`src/shared/scam_map.vh`:
```
`ifndef SCAM_MAP_VH
`define SCAM_MAP_VH
// apb map (byte addresses)
`define SCAM_AW 12
`define SCAM_ENT_WIN_HI 11
`define SCAM_ENT_WIN_LO 10
`define SCAM_ENT_WIN 2'h0
`define SCAM_CTRL_OFS 12'h800
`define SCAM_FCNT_OFS 12'h804
`define SCAM_IDX_HI 9
`define SCAM_IDX_LO 2
// control register fields
`define SCAM_C_WIDE_EN 0
`define SCAM_C_GOVR_EN 1
`define SCAM_C_WIDE_SUP 8
`define SCAM_C_SEC_HI 23
`define SCAM_C_SEC_LO 16
`define SCAM_CTRL_RST 32'h0000_0000
`define SCAM_CTRL_WMASK 32'h00ff_0003
// mapping entry fields
`define SCAM_IMP_HI 31
`define SCAM_IMP_LO 30
`define SCAM_TR_HI 29
`define SCAM_TR_LO 28
`define SCAM_IN_HI 27
`define SCAM_IN_LO 26
`define SCAM_FB 26
`define SCAM_PV_HI 25
`define SCAM_PV_LO 24
`define SCAM_WA_HI 23
`define SCAM_WA_LO 22
`define SCAM_RA_HI 21
`define SCAM_RA_LO 20
`define SCAM_NS_HI 19
`define SCAM_NS_LO 18
`define SCAM_TY_HI 17
`define SCAM_TY_LO 16
`define SCAM_MA_HI 15
`define SCAM_MA_LO 12
`define SCAM_MT 11
`define SCAM_XV 10
`define SCAM_SH_HI 9
`define SCAM_SH_LO 8
`define SCAM_CB_HI 7
// writable bits before per-format trimming, and the fault-format keep mask
`define SCAM_ENT_MASK 32'h3fff_ffff
`define SCAM_FLT_MASK 32'h0003_0000
// context type codes
`define SCAM_TY_XLAT 2'h0
`define SCAM_TY_BYP 2'h1
`define SCAM_TY_FLT 2'h2
// override codes of two-bit fields
`define SCAM_OV_DFLT 2'h0
`define SCAM_OV_A 2'h2
`define SCAM_OV_B 2'h3
// shareability codes (field and port)
`define SCAM_SH_OUT 2'h1
`define SCAM_SH_INN 2'h2
`define SCAM_SH_NON 2'h3
`define SCAM_FCNT_W 16
`endif

```
`src/core/scam_attr_decode.v`:
```
`timescale 1ns/1ps
`default_nettype none
`include "scam_map.vh"
// combinational decode of one mapping entry against an incoming transaction
module scam_attr_decode (
  input wire [31:0] entry,
  input wire wide_en,
  input wire in_write,
  input wire in_instr,
  input wire in_priv,
  input wire bank_priv,
  input wire in_wa,
  input wire in_ra,
  input wire in_trans,
  input wire in_nsec,
  input wire [1:0] in_share,
  input wire [3:0] in_mattr,
  input wire [1:0] in_bar,
  output reg [1:0] kind,
  output wire grp_valid,
  output wire bcast,
  output reg [1:0] bar_dom,
  output wire o_instr,
  output wire o_priv,
  output wire o_wa,
  output wire o_ra,
  output wire o_trans,
  output wire o_nsec,
  output reg [1:0] o_share,
  output wire [3:0] o_mattr
);

  // codes 00 and reserved 01 keep the incoming value
  function ovr;
    input [1:0] code;
    input dflt;
    input va;
    input vb;
    begin
      if (code == `SCAM_OV_A) begin
        ovr = va;
      end else if (code == `SCAM_OV_B) begin
        ovr = vb;
      end else begin
        ovr = dflt; // RQ24
      end
    end
  endfunction

  wire byp = (kind == `SCAM_TY_BYP);
  wire xl = (kind == `SCAM_TY_XLAT);
  wire [1:0] barrier_domain_upgrade = entry[`SCAM_PV_HI:`SCAM_PV_LO];

  // reserved type code falls back to fault
  always @* begin
    case (entry[`SCAM_TY_HI:`SCAM_TY_LO])
      `SCAM_TY_XLAT: kind = `SCAM_TY_XLAT; // RQ1
      `SCAM_TY_BYP: kind = `SCAM_TY_BYP; // RQ1
      default: kind = `SCAM_TY_FLT; // RQ1
    endcase
  end

  // valid bit only counts while wide ids are enabled
  assign grp_valid = wide_en ? entry[`SCAM_XV] : 1'b1; // RQ11

  // writes are always data; fetch kind only for translation reads
  assign o_instr = in_write ? 1'b0 : // RQ4
    (xl ? ovr(entry[`SCAM_IN_HI:`SCAM_IN_LO], in_instr, 1'b0, 1'b1) : in_instr); // RQ3
  wire pv = xl ? ovr(entry[`SCAM_PV_HI:`SCAM_PV_LO], in_priv, 1'b0, 1'b1) : in_priv; // RQ5
  assign o_priv = pv | (xl & bank_priv); // RQ6
  assign o_trans = ovr(entry[`SCAM_TR_HI:`SCAM_TR_LO], in_trans, 1'b0, 1'b1); // RQ2
  assign o_wa = ovr(entry[`SCAM_WA_HI:`SCAM_WA_LO], in_wa, 1'b1, 1'b0); // RQ7
  assign o_ra = ovr(entry[`SCAM_RA_HI:`SCAM_RA_LO], in_ra, 1'b1, 1'b0); // RQ8
  assign o_nsec = ovr(entry[`SCAM_NS_HI:`SCAM_NS_LO], in_nsec, 1'b0, 1'b1); // RQ9
  assign o_mattr = entry[`SCAM_MT] ? entry[`SCAM_MA_HI:`SCAM_MA_LO] : in_mattr; // RQ10
  assign bcast = byp & entry[`SCAM_FB]; // RQ20

  // shareability override has all four codes defined
  always @* begin
    if (entry[`SCAM_SH_HI:`SCAM_SH_LO] == `SCAM_OV_DFLT) begin
      o_share = in_share;
    end else begin
      o_share = entry[`SCAM_SH_HI:`SCAM_SH_LO]; // RQ13
    end
  end

  // barrier domain never narrower than the requested minimum
  always @* begin
    if (byp && (barrier_domain_upgrade > in_bar)) begin
      bar_dom = barrier_domain_upgrade; // RQ21
    end else begin
      bar_dom = in_bar;
    end
  end

endmodule
`default_nettype wire

```
`src/core/scam_top.v`:
```
// Functional notes
// RQ1: type field picks translation bank, bypass or fault; reserved code means fault.
// RQ2: transient field: zero default, two non-transient, three transient.
// RQ3: translation format fetch kind: zero default, two data, three instruction.
// RQ4: fetch kind never applies to writes; writes go out as data.
// RQ5: translation format privilege: zero default, two unprivileged, three privileged.
// RQ6: hypervisor or monitor bank traffic is marked privileged downstream.
// RQ7: write allocate: zero default, two allocate, three no allocate.
// RQ8: read allocate: zero default, two allocate, three no allocate.
// RQ9: security field exists only in secure groups; two secure, three non-secure.
// RQ10: memory-type bit selects default or the four-bit attribute field.
// RQ11: valid bit ignored unless wide ids enabled; else marks group valid.
// RQ12: without wide id support the valid bit is reserved.
// RQ13: shareability: zero default, one outer, two inner, three none.
// RQ14: bank select wide enough for all banks; spare bits read zero.
// RQ15: absent transient, allocation, shareability fields read zero, ignore writes.
// RQ16: secure translation entries point only at secure stage 1 banks.
// RQ17: non-secure entries point only at banks not reserved as secure.
// RQ18: uncached or device memory should use the advised no-allocate settings.
// RQ19: bypass does no translation, only attribute overlay.
// RQ20: bypass force-broadcast upgrades maintenance to inner shareable broadcast.
// RQ21: bypass barrier field sets minimum barrier domain; zero when unsupported.
// RQ22: entries are 32-bit read-write, unknown at reset; missing ones read zero.
// RQ23: a fault context raises an invalid context fault; not while wide ids are enabled, as the fault format drops the valid bit.
// RQ24: a reserved attribute code acts as the default selection.
//
// Decided for this implementation: the placing of the registers and register access over APB.
`timescale 1ns/1ps
`default_nettype none
`include "scam_map.vh"
module scam_top #(
  parameter NUM_ENTRIES = 8,
  parameter CB_BITS = 4,
  parameter HAS_TRANS = 1,
  parameter HAS_ALLOC = 1,
  parameter HAS_SHARE = 1,
  parameter HAS_BSU = 1,
  parameter WIDE_SUP = 1
) (
  input wire pclk,
  input wire presetn,
  input wire psel,
  input wire penable,
  input wire pwrite,
  input wire [`SCAM_AW-1:0] paddr,
  input wire [31:0] pwdata,
  output reg [31:0] prdata_r,
  output reg pready_r,
  output reg pslverr_r,
  input wire txn_valid,
  input wire [7:0] txn_group,
  input wire txn_write,
  input wire txn_instr,
  input wire txn_priv,
  input wire hypervisor_bank_flag,
  input wire monitor_bank_flag,
  input wire txn_wa,
  input wire txn_ra,
  input wire txn_trans,
  input wire txn_nsec,
  input wire [1:0] txn_share,
  input wire [3:0] txn_mattr,
  input wire txn_maint,
  input wire [1:0] txn_bar,
  output reg out_valid_r,
  output reg [1:0] out_kind_r,
  output reg [7:0] out_cb_r,
  output reg out_grp_valid_r,
  output reg out_fault_r,
  output reg out_bcast_r,
  output reg [1:0] out_bar_r,
  output reg out_instr_r,
  output reg out_priv_r,
  output reg out_wa_r,
  output reg out_ra_r,
  output reg out_trans_r,
  output reg out_nsec_r,
  output reg [1:0] out_share_r,
  output reg [3:0] out_mattr_r
);

  // ------------------------------------------------------------
  // register storage
  // ------------------------------------------------------------

  // entry words carry no reset: software must program them; control and fault count reset to zero
  reg [31:0] map_mem [0:NUM_ENTRIES-1];
  reg [31:0] ctrl_r;
  reg [`SCAM_FCNT_W-1:0] fcnt_r;
  reg [`SCAM_FCNT_W-1:0] fcnt_nxt;

  wire wide_en = ctrl_r[`SCAM_C_WIDE_EN] & (WIDE_SUP != 0);
  wire [7:0] sec_cnt = ctrl_r[`SCAM_C_SEC_HI:`SCAM_C_SEC_LO];

  // ------------------------------------------------------------
  // apb decode
  // ------------------------------------------------------------

  wire setup = psel & ~penable;
  wire wr_go = psel & penable & pready_r & pwrite;
  wire in_win = (paddr[`SCAM_ENT_WIN_HI:`SCAM_ENT_WIN_LO] == `SCAM_ENT_WIN);
  wire [7:0] a_idx = paddr[`SCAM_IDX_HI:`SCAM_IDX_LO];
  wire a_impl = in_win & (a_idx < NUM_ENTRIES);
  wire a_ctrl = (paddr == `SCAM_CTRL_OFS);
  wire a_fcnt = (paddr == `SCAM_FCNT_OFS);
  wire a_map = in_win | a_ctrl | a_fcnt;

  // ------------------------------------------------------------
  // writable-bit mask of an entry
  // ------------------------------------------------------------

  // mask depends on the format being written and the group's security
  function [31:0] ent_mask;
    input [1:0] ty;
    input sec_grp;
    reg [31:0] m;
    begin
      m = `SCAM_ENT_MASK;
      if (HAS_TRANS == 0) begin
        m[`SCAM_TR_HI:`SCAM_TR_LO] = 2'h0; // RQ15
      end
      if (HAS_ALLOC == 0) begin
        m[`SCAM_WA_HI:`SCAM_RA_LO] = 4'h0; // RQ15
      end
      if (HAS_SHARE == 0) begin
        m[`SCAM_SH_HI:`SCAM_SH_LO] = 2'h0; // RQ15
      end
      if (!sec_grp) begin
        m[`SCAM_NS_HI:`SCAM_NS_LO] = 2'h0; // RQ9
      end
      if (WIDE_SUP == 0) begin
        m[`SCAM_XV] = 1'b0; // RQ12
      end
      m[`SCAM_CB_HI:0] = (8'h01 << CB_BITS) - 8'h01; // RQ14
      if (ty == `SCAM_TY_BYP) begin
        m[`SCAM_IN_HI] = 1'b0;
        m[`SCAM_CB_HI:0] = 8'h00;
        if (HAS_BSU == 0) begin
          m[`SCAM_PV_HI:`SCAM_PV_LO] = 2'h0; // RQ21
        end
      end else if (ty != `SCAM_TY_XLAT) begin
        m = `SCAM_FLT_MASK; // fault format keeps only its type
      end
      ent_mask = m;
    end
  endfunction

  // ------------------------------------------------------------
  // entry array writes
  // ------------------------------------------------------------

  genvar gi;
  generate
    for (gi = 0; gi < NUM_ENTRIES; gi = gi + 1) begin : g_ent
      // write lands only at the completing access edge
      always @(posedge pclk) begin
        if (wr_go && a_impl && (a_idx == gi)) begin
          map_mem[gi] <= pwdata & // RQ22
            ent_mask(pwdata[`SCAM_TY_HI:`SCAM_TY_LO], gi < sec_cnt);
        end
      end
    end
  endgenerate

  // ------------------------------------------------------------
  // control register
  // ------------------------------------------------------------

  // secure group count and the wide-id enable steer the decode; the global override bit is stored only
  always @(posedge pclk or negedge presetn) begin
    if (!presetn) begin
      ctrl_r <= `SCAM_CTRL_RST;
    end else if (wr_go && a_ctrl) begin
      ctrl_r <= pwdata & `SCAM_CTRL_WMASK;
    end
  end

  // ------------------------------------------------------------
  // apb response
  // ------------------------------------------------------------

  // read data is captured in setup so it leaves a flop; one access cycle
  always @(posedge pclk or negedge presetn) begin
    if (!presetn) begin
      prdata_r <= 32'h0000_0000;
      pready_r <= 1'b0;
      pslverr_r <= 1'b0;
    end else if (setup) begin
      pready_r <= 1'b1;
      pslverr_r <= ~a_map;
      prdata_r <= 32'h0000_0000;
      if (!pwrite) begin
        if (a_impl) begin
          prdata_r <= map_mem[a_idx[2:0] % NUM_ENTRIES]; // RQ22
        end else if (a_ctrl) begin
          prdata_r <= ctrl_r;
          prdata_r[`SCAM_C_WIDE_SUP] <= (WIDE_SUP != 0); // RQ12
        end else if (a_fcnt) begin
          prdata_r <= {{(32-`SCAM_FCNT_W){1'b0}}, fcnt_r};
        end
      end
    end else begin
      pready_r <= 1'b0;
      pslverr_r <= 1'b0;
    end
  end

  // ------------------------------------------------------------
  // transaction lookup
  // ------------------------------------------------------------

  // groups past the implemented count see an all-zero word
  wire t_impl = (txn_group < NUM_ENTRIES);
  wire [31:0] t_raw = t_impl ? map_mem[txn_group[2:0] % NUM_ENTRIES] : 32'h0000_0000;
  wire t_sec = (txn_group < sec_cnt);
  wire [31:0] t_ent = t_raw & ent_mask(t_raw[`SCAM_TY_HI:`SCAM_TY_LO], t_sec);

  wire [1:0] d_kind;
  wire d_valid;
  wire d_bcast;
  wire [1:0] d_bar;
  wire d_instr;
  wire d_priv;
  wire d_wa;
  wire d_ra;
  wire d_trans;
  wire d_nsec;
  wire [1:0] d_share;
  wire [3:0] d_mattr;

  // decode of the selected group's entry
  scam_attr_decode u_dec (
    .entry(t_ent),
    .wide_en(wide_en),
    .in_write(txn_write),
    .in_instr(txn_instr),
    .in_priv(txn_priv),
    .bank_priv(hypervisor_bank_flag | monitor_bank_flag),
    .in_wa(txn_wa),
    .in_ra(txn_ra),
    .in_trans(txn_trans),
    .in_nsec(txn_nsec),
    .in_share(txn_share),
    .in_mattr(txn_mattr),
    .in_bar(txn_bar),
    .kind(d_kind),
    .grp_valid(d_valid),
    .bcast(d_bcast),
    .bar_dom(d_bar),
    .o_instr(d_instr),
    .o_priv(d_priv),
    .o_wa(d_wa),
    .o_ra(d_ra),
    .o_trans(d_trans),
    .o_nsec(d_nsec),
    .o_share(d_share),
    .o_mattr(d_mattr)
  );

  wire d_fault = txn_valid & (d_kind == `SCAM_TY_FLT) & d_valid;

  // ------------------------------------------------------------
  // registered result
  // ------------------------------------------------------------

  // one cycle from request to marked result; bypass gets no bank index
  always @(posedge pclk or negedge presetn) begin
    if (!presetn) begin
      out_valid_r <= 1'b0;
      out_kind_r <= `SCAM_TY_FLT;
      out_cb_r <= 8'h00;
      out_grp_valid_r <= 1'b0;
      out_fault_r <= 1'b0;
      out_bcast_r <= 1'b0;
      out_bar_r <= 2'h0;
      out_instr_r <= 1'b0;
      out_priv_r <= 1'b0;
      out_wa_r <= 1'b0;
      out_ra_r <= 1'b0;
      out_trans_r <= 1'b0;
      out_nsec_r <= 1'b0;
      out_share_r <= 2'h0;
      out_mattr_r <= 4'h0;
    end else begin
      out_valid_r <= txn_valid;
      out_fault_r <= d_fault; // RQ23
      if (txn_valid) begin
        out_kind_r <= d_kind; // RQ1
        out_grp_valid_r <= d_valid; // RQ11
        if (d_kind == `SCAM_TY_XLAT) begin
          out_cb_r <= t_ent[`SCAM_CB_HI:0]; // RQ14
        end else begin
          out_cb_r <= 8'h00; // RQ19
        end
        out_bcast_r <= d_bcast & txn_maint; // RQ20
        out_bar_r <= d_bar; // RQ21
        out_instr_r <= d_instr; // RQ4
        out_priv_r <= d_priv; // RQ6
        out_wa_r <= d_wa;
        out_ra_r <= d_ra;
        out_trans_r <= d_trans;
        out_nsec_r <= d_nsec;
        out_share_r <= d_share;
        out_mattr_r <= d_mattr; // RQ10
      end
    end
  end

  // ------------------------------------------------------------
  // fault counter
  // ------------------------------------------------------------

  // a fault in the clearing cycle still counts, so none is lost
  always @* begin
    fcnt_nxt = fcnt_r;
    if (wr_go && a_fcnt) begin
      fcnt_nxt = {`SCAM_FCNT_W{1'b0}};
    end
    if (d_fault && (fcnt_nxt != {`SCAM_FCNT_W{1'b1}})) begin
      fcnt_nxt = fcnt_nxt + {{(`SCAM_FCNT_W-1){1'b0}}, 1'b1}; // RQ23
    end
  end

  // saturates rather than wrapping
  always @(posedge pclk or negedge presetn) begin
    if (!presetn) begin
      fcnt_r <= {`SCAM_FCNT_W{1'b0}};
    end else begin
      fcnt_r <= fcnt_nxt;
    end
  end

endmodule
`default_nettype wire

```
`config.mk`:
```
export PLATFORM = sky130hd
export DESIGN_NAME = scam_top
export DESIGN_NICKNAME = d
export VERILOG_FILES = /design/src/core/scam_attr_decode.v /design/src/core/scam_top.v
export VERILOG_INCLUDE_DIRS = /design/src /design/src/shared
export SDC_FILE = /design/constraint.sdc
export NUM_CORES = 1
export LEC_CHECK = 0
export ABC_AREA = 1
export BUFFER_PORTS_ARGS = -buffer_cell sky130_fd_sc_hd__buf_2
export CAP_MARGIN = 25
export CORE_MARGIN = 2
export CORE_UTILIZATION = 35
export DETAILED_ROUTE_END_ITERATION = 10
export HOLD_SLACK_MARGIN = 0.06
export SYNTH_ARGS = -nofsm -noshare
export SYNTH_HDL_FRONTEND = slang
export SYNTH_SLANG_ARGS = --single-unit
```
`constraint.sdc`:
```
create_clock -name pclk -period 2.5 [get_ports pclk]
set_clock_uncertainty 0.15 [all_clocks]
set_input_delay 0.375 -clock pclk [delete_from_list [all_inputs] [get_ports pclk]]
set_output_delay 0.375 -clock pclk [all_outputs]
set_load 0.1 [all_outputs]
```
==> results.tsv <==
stage	metric	value	unit
run_status	status	finished, final reports clean	
power	power_density	648.0	mW/mm2
power	p_total	11.35	mW
sta	holdWs	74.49	ps
final_layout	area_delta_synth_final	23.85	%
setup_path	endpoint_kind	register	
setup_path	worstPathRequired	2810	ps
yosys	synth_cells	1499	
detailed_routing	drt-pass1-iter-count	6	
run	max-cap-violations	0	
power	seqPwrFrac	0.459	
setup_path	cp_max_fo	25	
setup_path	r2r_slack	210	ps
setup_path	cpLargestDelayFamily	buffers and inverters	
final_layout	layout_commonest_cell	nand2_1	
clocking	cts.path.max_buffers	3	
grt	antenna_found_initial	0	
detailed_routing	antenna_left	0	
grt	grt_pass1_vias	11580	
floorplan	core_area	0.03982	mm2
yosys	netlist_area	0.01414	mm2
sta	drv_slew	0	
grt	overflow	0	
placed_design	dp_hpwl	30960	um
sta	max-slew-margin-rel	0.5570	
yosys	yosysWarnings	0	
setup_path	cpPeakStageDelay	560	ps
power	comb_power_share	0.101	
yosys	ys_seq_area_frac	0.5868	
sta	worstMarginPinSlew	664.5	ps
setup_path	worst_setup_path_start_kind	input port	
power	swShare	0.2436	
sta	hold_viol	0	
final_layout	post-route-util	0.4399	
final_layout	antenna_cells	0	
clocking	cts_tree	done	
sta	rsz0062_at_grt	no	
placed_design	dp_slack	-91.03	ps
worst_hold_path	hold_path.class	input port to register	
setup_path	arrival	2650	ps
final_layout	mostFrequentLayoutCells	nand2_1, edfxtp_1, nor2_1, o21ai_0, buf_2	
sta	period_needed	2343	ps
yosys	syn_avg_cell_area	9.435	um2
detailed_routing	drc	0	
setup_path	crit_chain	buf_2, buf_12, buf_4, nor2_1, o21ai_0, nand2_1, nand2_1, nand3_1, nand2_2, inv_1, o21ai_0, dlygate4sd3_1, nand2_1, nor2_1, nor2_1	
floorplan	dieHeight	205.0	um
setup_path	critPathBufInv	5	
floorplan	dieArea	0.04203	mm2
power	clockPowerShare	0.440	
final_layout	drive_gt1_frac	0.1894	
clocking	cts_sinks	290	
floorplan	die_x	205.0	um
floorplan	row_count	73	
sta	period_share	0.9373	
clocking	h-tree-depth	1	
detailed_routing	num_vias	12300	
detailed_routing	wire_per_inst	20.73	um
grt	grt_pass1_wl	69780	um
floorplan	initial_core_util	0.3552	
detailed_routing	routed_wl	46790	um
power	ir_worst_vdd	0.5567	mV
sta	tns	0	ps
detailed_routing	drtIter0Drc	1318	
clocking	path_clk_slew	60	ps
sta	fmax	0.4268	GHz
power	intPower	8.586	mW
sta	setup_ws	156.8	ps
power	p_leak	7.403	nW
yosys	ys_async_sr_fraction	0.2828	
placed_design	gp_congestion	0.8427	
yosys	synth_edf_count	208	
grt	grt_usage	0.2193	
clocking	cts_root_buf	clkbuf_16	
yosys	synth-main-ff-cell	edfxtp_1	
final_layout	fin_nets	1794	
clocking	cts-buffers-inserted	30	
setup_path	cp_slowest_cell	dlygate4sd3_1	
power	switching_power	2.765	mW
clocking	clk_latency	570	ps
sta	setup_violations	0	
floorplan	io_pins	138	
setup_path	crit_type	input port to register	
placed_design	portBuffers	125	
yosys	synth_seq_cells	290	
yosys	ys_types	46	
detailed_routing	vias_per_cell	5.448	
grt	grt_max_degree	48	
[through the flow]
| step | cell area (um2) | instances |
|---|---|---|
| 2_1_floorplan | 14210 | 1504 |
| 3_3_place_gp | 16070 | 2169 |
| 3_5_place_dp | 16090 | 2170 |
| 4_1_cts | 17470 | 2254 |
| 5_1_grt | 17520 | 2257 |
| 6_report | 17520 | 2257 |
[cell usage after synthesis (7+ instances only)]
| master | count | area [um2] |
|---|---|---|
| a21oi_1 | 51 | 255.2 |
| a31oi_1 | 7 | 43.79 |
| a32o_1 | 9 | 90.09 |
| buf_2 | 20 | 100.1 |
| buf_4 | 12 | 90.09 |
| clkbuf_1 | 55 | 206.5 |
| dfrtp_1 | 81 | 2027 |
| edfxtp_1 | 208 | 6246 |
| ha_1 | 10 | 125.1 |
| inv_1 | 98 | 367.9 |
| nand2_1 | 324 | 1216 |
| nand3_1 | 79 | 395.4 |
| nand4_1 | 10 | 62.56 |
| nor2_1 | 168 | 630.6 |
| nor3_1 | 36 | 180.2 |
| o21ai_0 | 140 | 700.7 |
| o221ai_1 | 9 | 78.83 |
| o22ai_1 | 99 | 619.3 |
| o31ai_1 | 12 | 90.09 |
[cells by family after synthesis]
group                      Yosys count  share of synthesized area
and+or+nand+nor                    645                     0.1941
other                                1                  0.0002651
DFF                                290                     0.5868
muxes                                2                   0.001415
adders and majority gates           10                   0.008846
buffers and inverters              198                    0.05962
AOI/OAI and AO/OA                  346                     0.1446
xor gates and xnor gates             7                   0.004335
[power by group through the flow]
stage	clock network (mW)	logic (mW)	registers (mW)
after floorplan	0	0.511	5.50
after global placement	0	1.09	5.31
after detailed placement	0	1.10	5.31
after CTS	5.05	1.14	5.21
after global routing	5.24	1.24	5.21
final	4.99	1.15	5.21
[state kept, by name, summed over array words and instances (netlist names), 4 cells and up]
| name | flops |
|---|---|
| prdata_r | 30 |
| out_mattr_r | 4 |
| fcnt_r | 16 |
| map_mem | 208 |
| out_cb_r | 4 |
| ctrl_r | 10 |
[final timing paths]
kind,start,endpoint,depth (start not counted)
max in group asynchronous,presetn,out_cb_r[0],3
max,txn_group[0],out_priv_r,15
max reg2reg,map_mem[6][17],out_priv_r,13
min reg2reg,prdata_r[17],prdata_r[17],2
min in group asynchronous,presetn,ctrl_r[18],2
min,txn_valid,out_valid_r,2
[metal layers]
metal,wire [um],GRT usage
met1,19850,0.3046
met2,21310,0.3549
met3,4142,0.02434
met4,1486,0.07939
met5,0,0
[what timing repair did]
item | 4_1_cts | 5_1_grt
hold endpoints to repair | 73 | 0
resized for setup | 0 | 2
hold buffers | 28 | 0
buffers inserted | 0 | 2
endpoints found under the setup margin | 0 | 16
[area by class of cell]
| type | instances | area (um2) |
|---|---|---|
| repair buffers | 264 | 1967 |
| fillers | 3813 | 22310 |
| inverters | 105 | 394.1 |
| multi-input cells | 1017 | 5089 |
| clock buffers | 32 | 779.5 |
| well taps | 525 | 656.9 |
| clock inverters | 24 | 327.8 |
| flip-flops and latches | 290 | 8303 |
Note: power is estimated with default switching activity, not from simulation.
